### src/rtl/scsr_top_fix.sv
`timescale 1ns/1ps
`default_nettype none
`default_nettype wire

### src/rtl/scsr_pkg.sv
package scsr_pkg;
    // =========================================
    // serial word layout
    localparam int WORD_W   = 16;
    localparam int ADDR_W   = 4;
    localparam int DATA_W   = 12;
    localparam int NUM_REGS = 16;
    localparam int BITCNT_W = 5;
    localparam logic [BITCNT_W-1:0] WORD_BITS = 5'h10;

    // =========================================
    // register addresses
    localparam logic [ADDR_W-1:0] A_SEQUENCER     = 4'h0;
    localparam logic [ADDR_W-1:0] A_SECOND_SLOPE  = 4'h5;
    localparam logic [ADDR_W-1:0] A_THIRD_SLOPE   = 4'h6;
    localparam logic [ADDR_W-1:0] A_CHARGE_XFER   = 4'h7;
    localparam logic [ADDR_W-1:0] A_CAL_DAC       = 4'h8;
    localparam logic [ADDR_W-1:0] A_BLACK_DAC     = 4'h9;
    localparam logic [ADDR_W-1:0] A_OFFSET_DAC    = 4'hA;
    localparam logic [ADDR_W-1:0] A_INPUT_ROUTING = 4'hB;
    localparam logic [ADDR_W-1:0] A_AMP_GAIN      = 4'hC;
    localparam logic [ADDR_W-1:0] A_CALIB_LOW     = 4'hD;
    localparam logic [ADDR_W-1:0] A_CALIB_MID     = 4'hE;
    localparam logic [ADDR_W-1:0] A_CALIB_HIGH    = 4'hF;

    // =========================================
    // reset values, indexed by address
    localparam logic [DATA_W-1:0] REG_DEFAULT [NUM_REGS] = '{
        12'h029, 12'h000, 12'h000, 12'h0A0,
        12'h002, 12'h000, 12'h000, 12'h1E1,
        12'h04A, 12'h06B, 12'h055, 12'h0F0,
        12'hFB0, 12'hADF, 12'h6DB, 12'h0DB
    };

    // =========================================
    // field positions
    localparam int SQ_MASTER    = 0;
    localparam int SQ_SUBSAMPLE = 1;
    localparam int SQ_GRAN_LO   = 2;
    localparam int SQ_SS_EN     = 6;
    localparam int SQ_THIRD_EN  = 7;
    localparam int RT_TEST_LO   = 0;
    localparam int RT_PATH_LO   = 4;
    localparam int RT_BYPASS_LO = 8;
    localparam int AG_GAIN_LO   = 0;
    localparam int AG_UNITY     = 4;
    localparam int AG_SEL_UNI   = 5;
    localparam int AG_ANA_IN    = 6;
    localparam int AG_ADC_EN_LO = 7;
    localparam int AG_CAL_FAST  = 11;
    localparam int NIB_W        = 4;
    localparam int DAC_W        = 8;
    localparam int CAL_HIGH_W   = 9;
    localparam int CAL_W        = 33;

    // =========================================
    // timing, in core ticks unless noted
    localparam int CORE_DIV_W = 2;
    localparam logic [CORE_DIV_W-1:0] CORE_DIV_LAST = 2'h3;
    localparam int PHASE_W = 8;
    localparam logic [PHASE_W-1:0] FRAME_OH_TICKS = 8'h40;
    localparam logic [PHASE_W-1:0] ROW_OH_TICKS   = 8'h10;
    localparam logic [PHASE_W-1:0] KERNELS        = 8'hA0;
    localparam int LINE_W = 12;
    localparam logic [LINE_W-1:0] LINE_START     = 12'h001;
    localparam logic [LINE_W-1:0] LINE_START_SUB = 12'h002;
    localparam logic [LINE_W-1:0] LINE_STEP      = 12'h001;
    localparam logic [LINE_W-1:0] LINE_STEP_SUB  = 12'h002;
    // pulse length in sys clocks: mult*(step*(gran+1)+1)
    localparam logic [PHASE_W-1:0] PULSE_MULT = 8'h04;
    localparam logic [PHASE_W-1:0] PULSE_STEP = 8'h0C;

    typedef enum logic [1:0] {
        SCSR_FRAME_OH,
        SCSR_ROW_OH,
        SCSR_KERN
    } scsr_seq_t;
endpackage

### src/rtl/scsr_shift_in.sv
`timescale 1ns/1ps
`default_nettype none
module scsr_shift_in
    import scsr_pkg::*;
(
    // clock and reset
    input  wire logic                      clk_sys,
    input  wire logic                      rst,
    // serial pins
    input  wire logic                      ser_clk,
    input  wire logic                      ser_data,
    input  wire logic                      ser_load,
    // decoded word
    output logic                           word_valid,
    output logic [scsr_pkg::ADDR_W-1:0]    word_addr,
    output logic [scsr_pkg::DATA_W-1:0]    word_data
);
    import scsr_pkg::*;

    logic [WORD_W-1:0]   shift_r, shift_nxt;
    logic [BITCNT_W-1:0] cnt_r, cnt_nxt;
    logic                clk_d_r, load_d_r;
    logic                valid_r, valid_nxt;
    logic [WORD_W-1:0]   word_r, word_nxt;

    // =========================================
    // shift and load
    always_comb
    begin
        shift_nxt = shift_r;
        cnt_nxt   = cnt_r;
        valid_nxt = 1'b0;
        word_nxt  = word_r;
        if (ser_clk && !clk_d_r)
        begin
            shift_nxt = {shift_r[WORD_W-2:0], ser_data};
            if (cnt_r != WORD_BITS)
                cnt_nxt = cnt_r + 5'h01;
        end
        // a load before the word is complete is dropped
        if (ser_load && !load_d_r)
        begin
            cnt_nxt = '0;
            if (cnt_r == WORD_BITS)
            begin
                valid_nxt = 1'b1;
                word_nxt  = shift_r;
            end
        end
    end

    always_ff @(posedge clk_sys or posedge rst)
    begin
        if (rst)
        begin
            shift_r  <= '0;
            cnt_r    <= '0;
            clk_d_r  <= 1'b0;
            load_d_r <= 1'b0;
            valid_r  <= 1'b0;
            word_r   <= '0;
        end
        else
        begin
            shift_r  <= shift_nxt;
            cnt_r    <= cnt_nxt;
            clk_d_r  <= ser_clk;
            load_d_r <= ser_load;
            valid_r  <= valid_nxt;
            word_r   <= word_nxt;
        end
    end

    assign word_valid = valid_r;
    assign word_addr  = word_r[WORD_W-1:DATA_W];
    assign word_data  = word_r[DATA_W-1:0];
endmodule
`default_nettype wire

### src/rtl/scsr_top.sv
// What this block does
// second-slope reset at its timer line
// third-slope reset at its timer line
// charge transfer at its line, ending integration
// dac code zero is highest output
// test path select, default none
// normal path select, default all
// mux bypass default zero keeps mux
// four-bit gain, sixteen rising steps
// unity bit overrides gain, default set
// pre-attenuation half gain when zero
// external analog input when bit set
// per-converter enable, default all on
// calibration speed slow or fast
// calibration word over addresses 13-15
// sixteen-bit word, address over data
// load only after full word shifted
// controller shift clock at most 20 MHz
// reset defaults allow full readout
// frame overhead, then rows of kernels
// integration overlaps previous frame readout
// master internal timing, slave follows pins
// core clock is input divided by four
// line counter restarts at one, or at two when subsampling
// controller writes only during frame overhead; the block does not gate writes, and a mid-frame write takes effect at once
// second slope only when enabled, in master mode
// write touches only the addressed register
`timescale 1ns/1ps
`default_nettype none
module scsr_top
    import scsr_pkg::*;
(
    // clock and reset
    input  wire logic                       clk_sys,
    input  wire logic                       rst,
    // serial configuration port
    input  wire logic                       ser_clk,
    input  wire logic                       ser_data,
    input  wire logic                       ser_load,
    // integration pins, active low inputs in slave mode
    input  wire logic [2:0]                 int_time_in,
    output logic [2:0]                      int_time_out,
    output logic [2:0]                      int_time_oe,
    // timing
    output logic                            core_clk,
    output logic                            frame_valid,
    output logic                            line_valid,
    output logic                            charge_xfer_pulse,
    output logic                            second_slope_pulse,
    output logic                            third_slope_pulse,
    // analog controls
    output logic [scsr_pkg::DAC_W-1:0]      cal_dac_level,
    output logic [scsr_pkg::DAC_W-1:0]      black_dac_level,
    output logic [scsr_pkg::DAC_W-1:0]      offset_dac_level,
    output logic [scsr_pkg::NIB_W-1:0]      adc_test_path,
    output logic [scsr_pkg::NIB_W-1:0]      adc_norm_path,
    output logic [scsr_pkg::NIB_W-1:0]      mux_bypass,
    output logic [scsr_pkg::NIB_W-1:0]      amp_gain_step,
    output logic                            amp_unity,
    output logic                            amp_half_gain,
    output logic                            amp_ext_input,
    output logic [scsr_pkg::NIB_W-1:0]      adc_enable,
    output logic                            calib_fast,
    output logic [scsr_pkg::CAL_W-1:0]      calib_word
);
    import scsr_pkg::*;

    logic              wv;
    logic [ADDR_W-1:0] wa;
    logic [DATA_W-1:0] wd;

    // is the controller's to keep; edges are sampled at 250 MHz
    scsr_shift_in u_shift (
        .clk_sys    (clk_sys),
        .rst        (rst),
        .ser_clk    (ser_clk),
        .ser_data   (ser_data),
        .ser_load   (ser_load),
        .word_valid (wv),
        .word_addr  (wa),
        .word_data  (wd)
    );

    // =========================================
    // register bank
    logic [DATA_W-1:0] bank_r   [NUM_REGS];
    logic [DATA_W-1:0] bank_nxt [NUM_REGS];

    // no frame-valid guard on writes: a write mid-frame takes effect at once
    for (genvar g = 0; g < NUM_REGS; g++)
    begin : g_bank
        always_comb
        begin
            bank_nxt[g] = bank_r[g];
            if (wv && wa == ADDR_W'(g))
                bank_nxt[g] = wd;
        end

        always_ff @(posedge clk_sys or posedge rst)
        begin
            if (rst)
                bank_r[g] <= REG_DEFAULT[g];
            else
                bank_r[g] <= bank_nxt[g];
        end
    end

    logic [DATA_W-1:0] sq, rt, ag;
    logic              master, subsample;
    logic [1:0]        gran;
    assign sq        = bank_r[A_SEQUENCER];
    assign rt        = bank_r[A_INPUT_ROUTING];
    assign ag        = bank_r[A_AMP_GAIN];
    assign master    = sq[SQ_MASTER];
    assign subsample = sq[SQ_SUBSAMPLE];
    assign gran      = sq[SQ_GRAN_LO +: 2];

    // =========================================
    // analog control outputs
    always_ff @(posedge clk_sys or posedge rst)
    begin
        if (rst)
        begin
            cal_dac_level    <= '0;
            black_dac_level  <= '0;
            offset_dac_level <= '0;
            adc_test_path    <= '0;
            adc_norm_path    <= '0;
            mux_bypass       <= '0;
            amp_gain_step    <= '0;
            amp_unity        <= 1'b0;
            amp_half_gain    <= 1'b0;
            amp_ext_input    <= 1'b0;
            adc_enable       <= '0;
            calib_fast       <= 1'b0;
            calib_word       <= '0;
        end
        else
        begin
            // level rises as the code falls: zero is full scale
            cal_dac_level    <= ~bank_r[A_CAL_DAC][DAC_W-1:0];
            black_dac_level  <= ~bank_r[A_BLACK_DAC][DAC_W-1:0];
            offset_dac_level <= ~bank_r[A_OFFSET_DAC][DAC_W-1:0];
            adc_test_path    <= rt[RT_TEST_LO +: NIB_W];
            adc_norm_path    <= rt[RT_PATH_LO +: NIB_W];
            mux_bypass       <= rt[RT_BYPASS_LO +: NIB_W];
            amp_unity        <= ag[AG_UNITY];
            // gain step forced to zero while unity overrides it
            amp_gain_step    <= ag[AG_UNITY] ? '0
                                : ag[AG_GAIN_LO +: NIB_W];
            amp_half_gain    <= ~ag[AG_SEL_UNI];
            amp_ext_input    <= ag[AG_ANA_IN];
            adc_enable       <= ag[AG_ADC_EN_LO +: NIB_W];
            calib_fast       <= ag[AG_CAL_FAST];
            calib_word       <= {bank_r[A_CALIB_HIGH][CAL_HIGH_W-1:0],
                                 bank_r[A_CALIB_MID],
                                 bank_r[A_CALIB_LOW]};
        end
    end

    // =========================================
    // core clock divider
    logic [CORE_DIV_W-1:0] div_r, div_nxt;
    logic                  tick;
    assign tick    = (div_r == CORE_DIV_LAST);
    assign div_nxt = div_r + 2'h1;

    // =========================================
    // sequencer
    scsr_seq_t          st_r, st_nxt;
    logic [PHASE_W-1:0] ph_r, ph_nxt;
    logic [LINE_W-1:0]  line_r, line_nxt;
    logic [2:0]         trig;
    logic [2:0]         pins_d_r;
    logic [2:0]         integ_r, integ_nxt;
    logic               line_end, slave_ft;
    logic [LINE_W-1:0]  l_start, l_step;

    assign l_start  = subsample ? LINE_START_SUB : LINE_START;
    assign l_step   = subsample ? LINE_STEP_SUB : LINE_STEP;
    assign line_end = tick && st_r == SCSR_KERN && ph_r == KERNELS - 8'h01;
    // all three pins low together start the transfer
    assign slave_ft = ~|int_time_in && |pins_d_r;

    always_comb
    begin
        st_nxt   = st_r;
        ph_nxt   = ph_r;
        line_nxt = line_r;
        trig     = '0;
        if (master)
        begin
            trig[0] = line_end && line_r == bank_r[A_CHARGE_XFER];
            trig[1] = line_end && sq[SQ_SS_EN]
                      && line_r == bank_r[A_SECOND_SLOPE];
            trig[2] = line_end && sq[SQ_THIRD_EN]
                      && line_r == bank_r[A_THIRD_SLOPE];
        end
        else
        begin
            trig[0] = slave_ft;
            trig[1] = !int_time_in[1] && pins_d_r[1] && int_time_in[0];
            trig[2] = !int_time_in[2] && pins_d_r[2] && int_time_in[0];
        end
        if (trig[0])
        begin
            st_nxt = SCSR_FRAME_OH;
            ph_nxt = '0;
        end
        else if (tick)
        begin
            ph_nxt = ph_r + 8'h01;
            case (st_r)
                SCSR_FRAME_OH:
                    if (ph_r == FRAME_OH_TICKS - 8'h01)
                    begin
                        st_nxt   = SCSR_ROW_OH;
                        ph_nxt   = '0;
                        line_nxt = l_start;
                    end
                SCSR_ROW_OH:
                    if (ph_r == ROW_OH_TICKS - 8'h01)
                    begin
                        st_nxt = SCSR_KERN;
                        ph_nxt = '0;
                    end
                SCSR_KERN:
                    if (ph_r == KERNELS - 8'h01)
                    begin
                        st_nxt   = SCSR_ROW_OH;
                        ph_nxt   = '0;
                        line_nxt = line_r + l_step;
                    end
                default:
                begin
                    st_nxt = SCSR_FRAME_OH;
                    ph_nxt = '0;
                end
            endcase
        end
    end

    // integration flags run beside readout of the previous frame
    always_comb
    begin
        integ_nxt = integ_r;
        // clear first: a slope reset on the transfer line still sets
        if (trig[0])
            integ_nxt = '0;
        if (st_r == SCSR_FRAME_OH && st_nxt == SCSR_ROW_OH)
            integ_nxt[0] = 1'b1;
        if (trig[1])
            integ_nxt[1] = 1'b1;
        if (trig[2])
            integ_nxt[2] = 1'b1;
    end

    always_ff @(posedge clk_sys or posedge rst)
    begin
        if (rst)
        begin
            div_r    <= '0;
            st_r     <= SCSR_FRAME_OH;
            ph_r     <= '0;
            line_r   <= LINE_START;
            pins_d_r <= 3'h7;
            integ_r  <= '0;
        end
        else
        begin
            div_r    <= div_nxt;
            st_r     <= st_nxt;
            ph_r     <= ph_nxt;
            line_r   <= line_nxt;
            pins_d_r <= int_time_in;
            integ_r  <= integ_nxt;
        end
    end

    // =========================================
    // pulse stretchers, one per event
    logic [PHASE_W-1:0] plen;
    logic [2:0]         pulse_on;
    assign plen = PULSE_MULT * (PULSE_STEP * (PHASE_W'(gran) + 8'h01)
                  + 8'h01);

    for (genvar p = 0; p < 3; p++)
    begin : g_pulse
        logic [PHASE_W-1:0] pc_r, pc_nxt;
        always_comb
        begin
            pc_nxt = pc_r;
            if (trig[p])
                pc_nxt = plen;
            else if (pc_r != '0)
                pc_nxt = pc_r - 8'h01;
        end

        always_ff @(posedge clk_sys or posedge rst)
        begin
            if (rst)
                pc_r <= '0;
            else
                pc_r <= pc_nxt;
        end
        assign pulse_on[p] = (pc_nxt != '0);
    end

    // =========================================
    // registered outputs
    always_ff @(posedge clk_sys or posedge rst)
    begin
        if (rst)
        begin
            core_clk           <= 1'b0;
            frame_valid        <= 1'b0;
            line_valid         <= 1'b0;
            charge_xfer_pulse  <= 1'b0;
            second_slope_pulse <= 1'b0;
            third_slope_pulse  <= 1'b0;
            int_time_out       <= '0;
            int_time_oe        <= '0;
        end
        else
        begin
            core_clk           <= div_nxt[CORE_DIV_W-1];
            frame_valid        <= (st_nxt != SCSR_FRAME_OH);
            line_valid         <= (st_nxt == SCSR_KERN);
            charge_xfer_pulse  <= pulse_on[0];
            second_slope_pulse <= pulse_on[1];
            third_slope_pulse  <= pulse_on[2];
            int_time_out       <= integ_nxt;
            int_time_oe        <= {3{master}};
        end
    end
endmodule
`default_nettype wire

### config.mk
export PLATFORM = sky130hd
export DESIGN_NAME = scsr_top
export DESIGN_NICKNAME = d
export VERILOG_FILES = /design/src/rtl/scsr_top_fix.sv /design/src/rtl/scsr_pkg.sv /design/src/rtl/scsr_shift_in.sv /design/src/rtl/scsr_top.sv
export SDC_FILE = /design/constraint.sdc
export NUM_CORES = 1
export LEC_CHECK = 0
export ABC_AREA = 1
export BUFFER_PORTS_ARGS = -buffer_cell sky130_fd_sc_hd__buf_2
export CORE_UTILIZATION = 64
export CTS_CLUSTER_SIZE = 40
export DETAILED_ROUTE_END_ITERATION = 10
export GPL_TIMING_DRIVEN = 1
export HOLD_SLACK_MARGIN = 0.02
export PLACE_DENSITY_LB_ADDON = 0.12
export SKIP_LAST_GASP = 1
export SLEW_MARGIN = 20
export SYNTH_ARGS = -nofsm -noshare
export SYNTH_HDL_FRONTEND = slang
export SYNTH_HIERARCHICAL = 1
export SYNTH_SLANG_ARGS = --single-unit
### constraint.sdc
create_clock -name clk_sys -period 22.6 [get_ports clk_sys]
set_clock_uncertainty 0.2 [all_clocks]
set_input_delay 0 -clock clk_sys [delete_from_list [all_inputs] [get_ports clk_sys]]
set_output_delay 0 -clock clk_sys [all_outputs]
set_load 0.02 [all_outputs]
==> metrics.md, run 1 <==
| Metric | Value |
|---|---|
| Outcome | `finished, final reports clean` |
| Core area | `19400 sq um` |
| Register-to-Register Path Depth | `10` |
| Fin nets | `1513` |
| Achievable clock frequency | `400 MHz` |
| Final worst path period share | `11.1%` |
| RSZ-0062 raised after global routing | `no` |
| Cell Rows | `51` |
| Via Count | `9602` |
| Die Y | `143 um` |
| Clk root buf | `clkbuf_16` |
| Hold depth | `0` |
| Vias in the first global route | `9334` |
| DRC Markers | `0` |
| Number of inserted diodes | `0` |
| ANT nets after route | `0` |
| Warnings from Yosys | `6` |
| Seq pwr share | `47.8%` |
| Logic pwr share | `12.3%` |
| First-pass GRT wire length | `45.9 mm` |
| Later-pin clock latency in the skew report | `0.57 ns` |
| Worst vdd ir | `0.0680 mV` |
| Slew Viols, Final | `0` |
| Min-Delay Endpoint | `adc_test_path[1]` |
| Hold slack | `0.177 ns` |
| Internal power | `0.922 mW` |
| Sw Ratio | `26.3%` |
| Flop2flop setup slack | `20.10 ns` |
| Total negative setup slack | `0 ns` |
| Ports | `101` |
| Post_cts resized | `0` |
| CTS clk-pin slew, worst paths | `0.06 ns` |
| Post-CTS setup buffer count | `0` |
| Crit path time final | `2.50 ns` |
| Top cells by area, synth | `dfrtp_1 (49%), dfstp_2 (12%), nand2_1 (11%)` |
| DRT Pass-1 Iters | `5` |
| Initial antenna violation count | `0` |
| CP Cell Sequence | `ha_1 -> inv_1 -> fa_1 -> nor2_1 -> nand2_1 -> nor3_1 -> xor2_1 -> nor2_1 -> nand3_1 -> nand2_1` |
| R2R Path Start | `line_r[0]` |
| Worst slew pin tran | `0.791 ns` |
| Cell area after layout | `14500 sq um` |
| DRT iter0 DRCs | `559` |
| Fillers | `1430` |
| Count of flip-flops with a built-in enable after synthesis | `0` |
| Yosys top cell area share | `48.8%` |
| Post-Layout Cell Count | `1778` |
| Main flop type after synthesis | `dfrtp_1` |
| Pwr Total | `1.25 mW` |
| Rel. slew slack | `47.1%` |
| Syn Inst Count | `1373` |
| Worst Min Path Start | `rt[1]` |
| Ys async rst share | `100%` |
| Placed instance count | `1708` |
| WL final | `28.4 mm` |
| Synthesized area | `12700 sq um` |
| Unique masters post-synth | `45` |
| Gr ovfl total | `0` |
| Routed len/inst | `16.0 um` |
| CP Max Fanout | `8` |
| Share of post-route cells with drive strength above 1 | `16.5%` |
| Largest net degree at the start of global routing | `118` |
| Cell family with the largest share of critical-path delay | `simple AND/OR/NAND/NOR gates` |
| Worst path slowest cell | `dfstp_2` |
| Total track usage | `29.0%` |
| Req. time, crit path | `22.85 ns` |
| Synth area leader | `dfrtp_1` |
| Most frequent cells in the layout | `nand2_1 (377), dfrtp_1 (247), o21ai_0 (160)` |
| Clock buffer depth | `3` |
| Number of CTS-inserted buffers | `30` |
| Die area | `20400 sq um` |
| Final Wtd Congestion | `0.885` |
| Most common cell after layout, fill and taps aside | `nand2_1` |
| Seq cells post-synth | `304` |
| Crit. End Element | `register` |
| CP Data Arrival Time | `2.75 ns` |
| Synthesis-to-finish area growth | `14.6%` |
| Max Cap Violations | `0` |
| Clock Power Share | `39.9%` |
| TritonCTS Sinks | `304` |
| P_leak | `6.93 nW` |
| Power Dens Cells | `86.2 nW/um^2` |
| Crit Path Class | `register to register` |
| Crit path launch type | `register` |
| Chip width | `143 um` |
| Number of buffers added on ports | `100` |
| Worst R2R End | `line_r[10]` |
| Critical path buffer and inverter count | `1` |
| Placed Area | `13400 sq um` |
| Dpl hpwl | `18.0 mm` |
| Worst Hold Class | `register to register` |
| Final setup fails | `0` |
| Syn Nets | `1397` |
| Net Sw Power | `0.329 mW` |
| Worst path max stage delay | `0.61 ns` |
| Syn_area_per_cell | `9.22 sq um` |
| Sequential area share after synthesis | `60.6%` |
| CTS H-tree depth | `1` |
| CTS tree | `yes` |
| Hold Fails Final Rpt | `0` |
| Initial Util | `65.3%` |
| DR vias/cell | `5.40` |
==> flip-flops by register name (all words and copies together), names as in the netlist, 4 cells and up <==
| register | cells |
|---|---|
| adc_enable | 4 |
| adc_norm_path | 4 |
| adc_test_path | 4 |
| ag | 12 |
| amp_gain_step | 4 |
| bank_r | 93 |
| black_dac_level | 8 |
| cal_dac_level | 8 |
| calib_word | 33 |
| g_pulse.pc_r | 24 |
| line_r | 12 |
| mux_bypass | 4 |
| offset_dac_level | 8 |
| ph_r | 8 |
| rt | 12 |
| sq | 6 |
| u_shift/cnt_r | 5 |
| u_shift/shift_r | 16 |
| u_shift/word_r | 16 |
==> layer usage <==
| layer | track usage, % | wire [um] | vias up |
|---|---|---|---|
| met3 | 5.10 | 1770 | 71 |
| met4 | 10.3 | 961 | 0 |
| met5 | 0 | 0 | - |
| met1 | 38.0 | 11600 | 4671 |
| met2 | 48.9 | 14000 | 282 |
| li1 | - | - | 4578 |
==> kinds of logic (layout without fill, tap and decap cells) <==
logic type                 count (synthesis)  in the layout  synth area share, %
buffers and inverters                    202            342                 6.48
adders and majority gates                 16             16                 1.64
AOI/OAI and AO/OA                        215            215                 8.93
DFF                                      304            304                 60.6
and+or+nand+nor                          613            613                 20.7
xor gates and xnor gates                  23             23                 1.59
==> Yosys cell counts, types with 2 or more instances <==
cell type  number
nor2_8          2
o211ai_2        2
buf_4           4
nor3b_1         2
nand2_2         7
nand4_1        14
clkbuf_1       23
o21ai_0       160
nand2_1       377
xnor2_1         9
nor2_2          3
nand3_1        66
nand2_4         3
nor3_1         11
o22ai_1         2
o211ai_1        2
nand3_2         3
ha_1           15
inv_1         157
dfstp_2        57
xor2_1         14
nor2_4          4
dfrtp_1       247
a21oi_1        36
or2_2           2
o21ai_1         8
nand3b_1        4
buf_6           4
nor2_1        111
buf_2           3
inv_2           7
==> through the flow <==
step,util [%],setup slack [ns]
finish,74.8,20.10
global route,74.8,19.88
CTS,74.8,19.99
detailed placement,68.8,20.15
global placement,68.8,20.20
floorplan,-,15.23
==> timing repair <==
item / CTS / global route
endpoints found under the setup margin: 0 / 0
hold buffers: 14 / 0
hold endpoints to repair: 226 / 0
==> power groups by stage <==
stage                     Sequential (mW)  Combinational (mW)  Clock, mW
after detailed placement            0.607               0.151          0
after global routing                0.602               0.177      0.526
after global placement              0.606               0.146          0
after CTS                           0.598               0.154      0.503
final                               0.598               0.154      0.499
after floorplan                     0.603               0.121          0
==> layout make-up <==
type                    instances  area (sq um)  area share (%)
inverters                     166           633            4.36
well taps                     265           332            2.29
repair buffers                120           689            4.75
flip-flops and latches        304          7680            52.9
multi-input cells             867          4160            28.7
clock buffers                  48           918            6.33
clock inverters                 8          93.8           0.647
==> how the worst max path moves through the flow <==
stage	start	end	slack, ns	cells past startpoint
2_1_floorplan	rst	adc_enable[0]	15.23	1
4_1_cts	rst	bank_r[79]	19.99	5
3_5_place_dp	line_r[0]	line_r[10]	20.15	10
3_3_place_gp	line_r[0]	line_r[10]	20.20	10
5_1_grt	line_r[0]	line_r[10]	19.88	10
6_report	line_r[0]	line_r[10]	20.10	10
Note: power is estimated with default switching activity, not from simulation.
==> run 2, diff against run 1 <==
--- a/config.mk
+++ b/config.mk
@@ -7,7 +7,7 @@
 export LEC_CHECK = 0
 export ABC_AREA = 1
 export BUFFER_PORTS_ARGS = -buffer_cell sky130_fd_sc_hd__buf_2
-export CORE_UTILIZATION = 64
+export CORE_UTILIZATION = 54
 export CTS_CLUSTER_SIZE = 40
 export DETAILED_ROUTE_END_ITERATION = 10
 export GPL_TIMING_DRIVEN = 1
==> constraint.sdc (replaced) <==
create_clock -name clk_sys -period 2.1 [get_ports clk_sys]
set_clock_uncertainty 0.2 [all_clocks]
set_input_delay 0 -clock clk_sys [delete_from_list [all_inputs] [get_ports clk_sys]]
set_output_delay 0 -clock clk_sys [all_outputs]
set_load 0.02 [all_outputs]
==> metrics.md, run 2 (synthesis results as in run 1) <==
| Metric | Value |
|---|---|
| Worst Min Path Start | `bank_r[14]` |
| Final setup fails | `0` |
| RSZ-0062 raised after global routing | `yes` |
| Total track usage | `24.2%` |
| DRT Pass-1 Iters | `4` |
| Internal power | `9.93 mW` |
| Via Count | `9397` |
| Largest registers | `bank_r (93), calib_word (33), g_pulse.pc_r (24)` |
| Met1 GRT Util | `34.0%` |
| Initial Util | `55.4%` |
| Most used cell along the critical path | `nand3_1` |
| Later-pin clock latency in the skew report | `0.56 ns` |
| Grt met2 use | `39.4%` |
| Routed len/inst | `14.9 um` |
| P_leak | `7.13 nW` |
| Crit path launch type | `register` |
| Net Sw Power | `3.53 mW` |
| Die Y | `155 um` |
| Slew Viols, Final | `0` |
| Final worst path period share | `97.5%` |
| Req. time, crit path | `2.34 ns` |
| Hold Fails Final Rpt | `0` |
| DR vias/cell | `5.02` |
| Seq pwr share | `47.8%` |
| Crit path from | `ph_r[1]` |
| Clock buffer depth | `3` |
| ANT nets after route | `0` |
| Crit path time final | `2.05 ns` |
| Dpl hpwl | `18.6 mm` |
| R2R Path Start | `ph_r[1]` |
| Rel. slew slack | `57.8%` |
| Post-Layout Cell Count | `1872` |
| Hold slack | `0.173 ns` |
| DRT iter0 DRCs | `628` |
| Most frequent cells in the layout | `nand2_1 (373), dfrtp_1 (245), o21ai_0 (157)` |
| Placement Setup Slack | `0.0388 ns` |
| Achievable clock frequency | `489 MHz` |
| Fin nets | `1558` |
| Power Dens Cells | `894 nW/um^2` |
| Die area | `24100 sq um` |
| Worst path max stage delay | `0.41 ns` |
| Worst path slowest cell | `dfrtp_1` |
| Crit Path Class | `register to register` |
| Top reg by flops | `bank_r` |
| CTS H-tree depth | `1` |
| M3 GR Usage | `4.15%` |
| Vias in the first global route | `9185` |
| CTS tree | `yes` |
| Sw Ratio | `26.2%` |
| Fillers | `1906` |
| Synthesis-to-finish area growth | `18.9%` |
| Most common cell after layout, fill and taps aside | `nand2_1` |
| Worst vdd ir | `0.738 mV` |
| Ports | `101` |
| Critical path buffer and inverter count | `0` |
| Max Cap Violations | `0` |
| Core area | `22800 sq um` |
| Share of post-route cells with drive strength above 1 | `20.3%` |
| Crit. End Element | `register` |
| Cell family with the largest share of critical-path delay | `simple AND/OR/NAND/NOR gates` |
| Busiest grt layer | `met2` |
| Chip width | `155 um` |
| Final Wtd Congestion | `0.876` |
| Placed Area | `13700 sq um` |
| Clk root buf | `clkbuf_16` |
| Initial antenna violation count | `0` |
| Final worst setup slack | `0.0535 ns` |
| Clock Power Share | `39.1%` |
| Outcome | `finished, final reports clean` |
| Cell area after layout | `15100 sq um` |
| Placed instance count | `1789` |
| TritonCTS Sinks | `304` |
| DRC Markers | `0` |
| Gr ovfl total | `0` |
| Cell Rows | `55` |
| WL final | `27.8 mm` |
| CP Cell Sequence | `ha_4 -> nand3_4 -> nor2_4 -> nand2_4 -> nor2_8 -> nand3_2 -> nand3_1 -> nand2_1 -> nor2_1 -> nand3_1` |
| Logic pwr share | `13.0%` |
| CP Max Fanout | `6` |
| Worst slew pin tran | `0.632 ns` |
| First-pass GRT wire length | `46.5 mm` |
| Number of CTS-inserted buffers | `31` |
| Number of buffers added on ports | `100` |
| Largest net degree at the start of global routing | `113` |
| CP Data Arrival Time | `2.28 ns` |
| CTS clk-pin slew, worst paths | `0.06 ns` |
| Total negative setup slack | `0 ns` |
| Final core utilization | `65.9%` |
| Pwr Total | `13.5 mW` |
| Worst Hold Class | `register to register` |
| Number of inserted diodes | `0` |
| Max reg flops | `93` |
[run 2: cell types whose count changed in the layout (fill, tap and decap cells not counted), moves of 5 or more]
cell | before | now
inv_1 | 156 | 151
inv_2 | 7 | 12
nor2_1 | 111 | 103
buf_4 | 5 | 43
clkbuf_1 | 8 | 18
[run 2: final cells by class]
cell class / count / area (sq um) / area share [%]
Sequential cell: 304 / 7680 / 51.0
Multi-Input combinational cell: 867 / 4310 / 28.7
Timing Repair Buffer: 164 / 1070 / 7.10
Clock buffer: 55 / 926 / 6.15
Inverter: 166 / 632 / 4.20
Tap cell: 313 / 392 / 2.60
Clock inverter: 3 / 43.8 / 0.291
[run 2: timing repair]
item                                    in CTS  in global routing
hold buffers                                14                  0
setup buffers                                0                 11
resized for setup                            0                 46
endpoints found under the setup margin       0                 33
endpoints found under the hold margin      382                  0
[run 2: power by group through the flow]
| stage | sequential [mW] | clock, mW | combinational (mW) |
|---|---|---|---|
| after global placement | 6.53 | 0 | 1.62 |
| after detailed placement | 6.52 | 0 | 1.66 |
| after global routing | 6.49 | 5.61 | 2.04 |
| final | 6.44 | 5.27 | 1.75 |
| after CTS | 6.43 | 5.37 | 1.68 |
| after floorplan | 6.49 | 0 | 1.30 |
[run 2: per-layer routing]
layer	vias up	share of wire [%]
li1	4670	-
met1	4490	45
met2	198	48
met3	39	5.5
met4	0	1.9
met5	-	0
[run 2: final timing paths]
| kind | to | slack, ns | depth (start not counted) |
|---|---|---|---|
| worst max-delay path | second_slope_pulse | 0.05 | 10 |
| worst min-delay path | calib_word[14] | 0.17 | 0 |
| worst max register to register | second_slope_pulse | 0.05 | 10 |
| worst min register to register | calib_word[14] | 0.17 | 0 |
| max in group asynchronous | line_r[7] | 0.54 | 5 |
| min in group asynchronous | calib_word[21] | 0.30 | 4 |
==> run 3, diff against run 2 <==
--- a/config.mk
+++ b/config.mk
@@ -7,7 +7,7 @@
 export LEC_CHECK = 0
 export ABC_AREA = 1
 export BUFFER_PORTS_ARGS = -buffer_cell sky130_fd_sc_hd__buf_2
-export CORE_UTILIZATION = 54
+export CORE_UTILIZATION = 45
 export CTS_CLUSTER_SIZE = 40
 export DETAILED_ROUTE_END_ITERATION = 10
 export GPL_TIMING_DRIVEN = 1
==> metrics.md, run 3 (synthesis results as in run 1) <==
| Metric | Value |
|---|---|
| Outcome | `finished, final reports clean` |
| Chip width | `170 um` |
| CTS clk-pin slew, worst paths | `0.06 ns` |
| DRT Pass-1 Iters | `5` |
| Largest registers | `bank_r (93), calib_word (33), g_pulse.pc_r (24)` |
| Net Sw Power | `3.67 mW` |
| Synthesis-to-finish area growth | `21.6%` |
| Gr ovfl total | `0` |
| Vias in the first global route | `9090` |
| Cell Rows | `61` |
| Ports | `101` |
| Routed len/inst | `14.7 um` |
| Hold slack | `0.0549 ns` |
| Worst vdd ir | `0.629 mV` |
| DRT iter0 DRCs | `620` |
| Achievable clock frequency | `490 MHz` |
| Seq pwr share | `44.5%` |
| CTS tree | `yes` |
| Worst slew pin tran | `0.653 ns` |
| Crit path from | `ph_r[0]` |
| RSZ-0062 raised after global routing | `yes` |
| Placed instance count | `1861` |
| TritonCTS Sinks | `304` |
| WL final | `28.5 mm` |
| Number of buffers added on ports | `100` |
| Worst Hold Class | `input port to register` |
| Core area | `27700 sq um` |
| Dpl hpwl | `19.3 mm` |
| Clock buffer depth | `3` |
| Largest net degree at the start of global routing | `55` |
| Slew Viols, Final | `0` |
| P_leak | `7.26 nW` |
| CTS H-tree depth | `2` |
| First-pass GRT wire length | `46.7 mm` |
| Clk root buf | `clkbuf_16` |
| Number of CTS-inserted buffers | `34` |
| DRC Markers | `0` |
| Sw Ratio | `25.3%` |
| CP Max Fanout | `7` |
| Die Y | `170 um` |
| Power Dens Cells | `942 nW/um^2` |
| Crit path launch type | `register` |
| Hold Fails Final Rpt | `0` |
| Initial Util | `45.7%` |
| Register-to-Register Path Depth | `11` |
| Post-Layout Cell Count | `1944` |
| Clock Power Share | `43.4%` |
| Req. time, crit path | `2.29 ns` |
| Final Wtd Congestion | `0.874` |
| Total track usage | `20.6%` |
| Max Cap Violations | `0` |
| Share of post-route cells with drive strength above 1 | `20.9%` |
| Worst R2R End | `second_slope_pulse` |
| R2R Path Start | `ph_r[0]` |
| Final core utilization | `55.6%` |
| Via Count | `9317` |
| Top reg by flops | `bank_r` |
| Final setup fails | `0` |
| Flop2flop setup slack | `0.06 ns` |
| Later-pin clock latency in the skew report | `0.51 ns` |
| Fin nets | `1565` |
| Initial antenna violation count | `0` |
| Placement Setup Slack | `-0.0337 ns` |
| Internal power | `10.8 mW` |
| CP Data Arrival Time | `2.23 ns` |
| Fillers | `2507` |
| Most frequent cells in the layout | `nand2_1 (375), dfrtp_1 (242), o21ai_0 (158)` |
| Crit Path Class | `register to register` |
| CP Capture Point | `second_slope_pulse` |
| Final worst path period share | `97.2%` |
| Logic pwr share | `12.1%` |
| Rel. slew slack | `56.4%` |
| Pwr Total | `14.5 mW` |
| Die area | `28800 sq um` |
| Final worst setup slack | `0.0598 ns` |
| Most common cell after layout, fill and taps aside | `nand2_1` |
| Crit. End Element | `register` |
| ANT nets after route | `0` |
| Max reg flops | `93` |
| Crit path time final | `2.04 ns` |
| DR vias/cell | `4.79` |
## run 3: cell types whose count changed in the layout (fill, tap and decap cells not counted), sizes merged, moves of 2 or more
cell	delta
buf	+5
bufinv	+5
clkbuf	-8
clkinv	+2
clkinvlp	+2
## run 3: timing repair
| item | 4_1_cts | 5_1_grt |
|---|---|---|
| endpoints found under the hold margin | 315 | 0 |
| hold buffers | 13 | 0 |
| buffers inserted | 0 | 9 |
| pin swaps | 1 | 12 |
| resized for setup | 1 | 36 |
| setup endpoints to repair | 1 | 32 |
## run 3: through the flow
stage,instance area (sq um),TNS [ns]
final,15400,0
after global routing,15400,-0.322
after CTS,15200,0
after detailed placement,13900,-0.0337
after global placement,13900,0
after floorplan,12700,-353.98
## run 3: final cells by class
cell class	instances	area (sq um)	area share, %
sequential	304	7680	49.9
multi-input combinational	867	4280	27.8
timing repair buffer	168	1130	7.36
clock buffer	47	961	6.24
inverter	166	632	4.10
tap	378	473	3.07
clock inverter	13	239	1.55
antenna	1	2.50	0.0162
## run 3: critical path: stages, from the launching register on
cell,delay [ns]
dfrtp_1,0.42
ha_4,0.17
nand3_4,0.09
nor2_4,0.15
nand2_4,0.11
nor2_8,0.17
buf_4,0.14
nand3_4,0.11
nand3_1,0.09
nand2_1,0.08
nor2_1,0.11
nand3_1,0.08
## run 3: how the worst min path moves through the flow
stage	cells past startpoint	end	startpoint	slack [ns]
2_1_floorplan	0	pins_d_r[0]	int_time_in[0]	-0.20
3_3_place_gp	2	bank_r[113]	rst	-0.08
3_5_place_dp	2	bank_r[131]	rst	-0.09
4_1_cts	4	u_shift/shift_r[0]	ser_data	0.04
5_1_grt	4	u_shift/shift_r[0]	ser_data	0.09
6_report	4	u_shift/shift_r[0]	ser_data	0.05
## run 3: power groups by stage
stage	Clock [mW]	Sequential, mW	Combinational, mW
after floorplan	0	6.49	1.30
after global placement	0	6.53	1.68
after detailed placement	0	6.53	1.68
after CTS	6.46	6.43	1.71
after global routing	6.68	6.49	2.06
final	6.29	6.45	1.76
## run 3: metal layers
layer / wire length, um / up-vias / GRT usage (%)
li1: - / 4684 / -
met1: 13100 / 4429 / 28.3
met2: 13700 / 158 / 33.7
met3: 1210 / 46 / 3.43
met4: 598 / 0 / 5.95
met5: 0 / - / 0
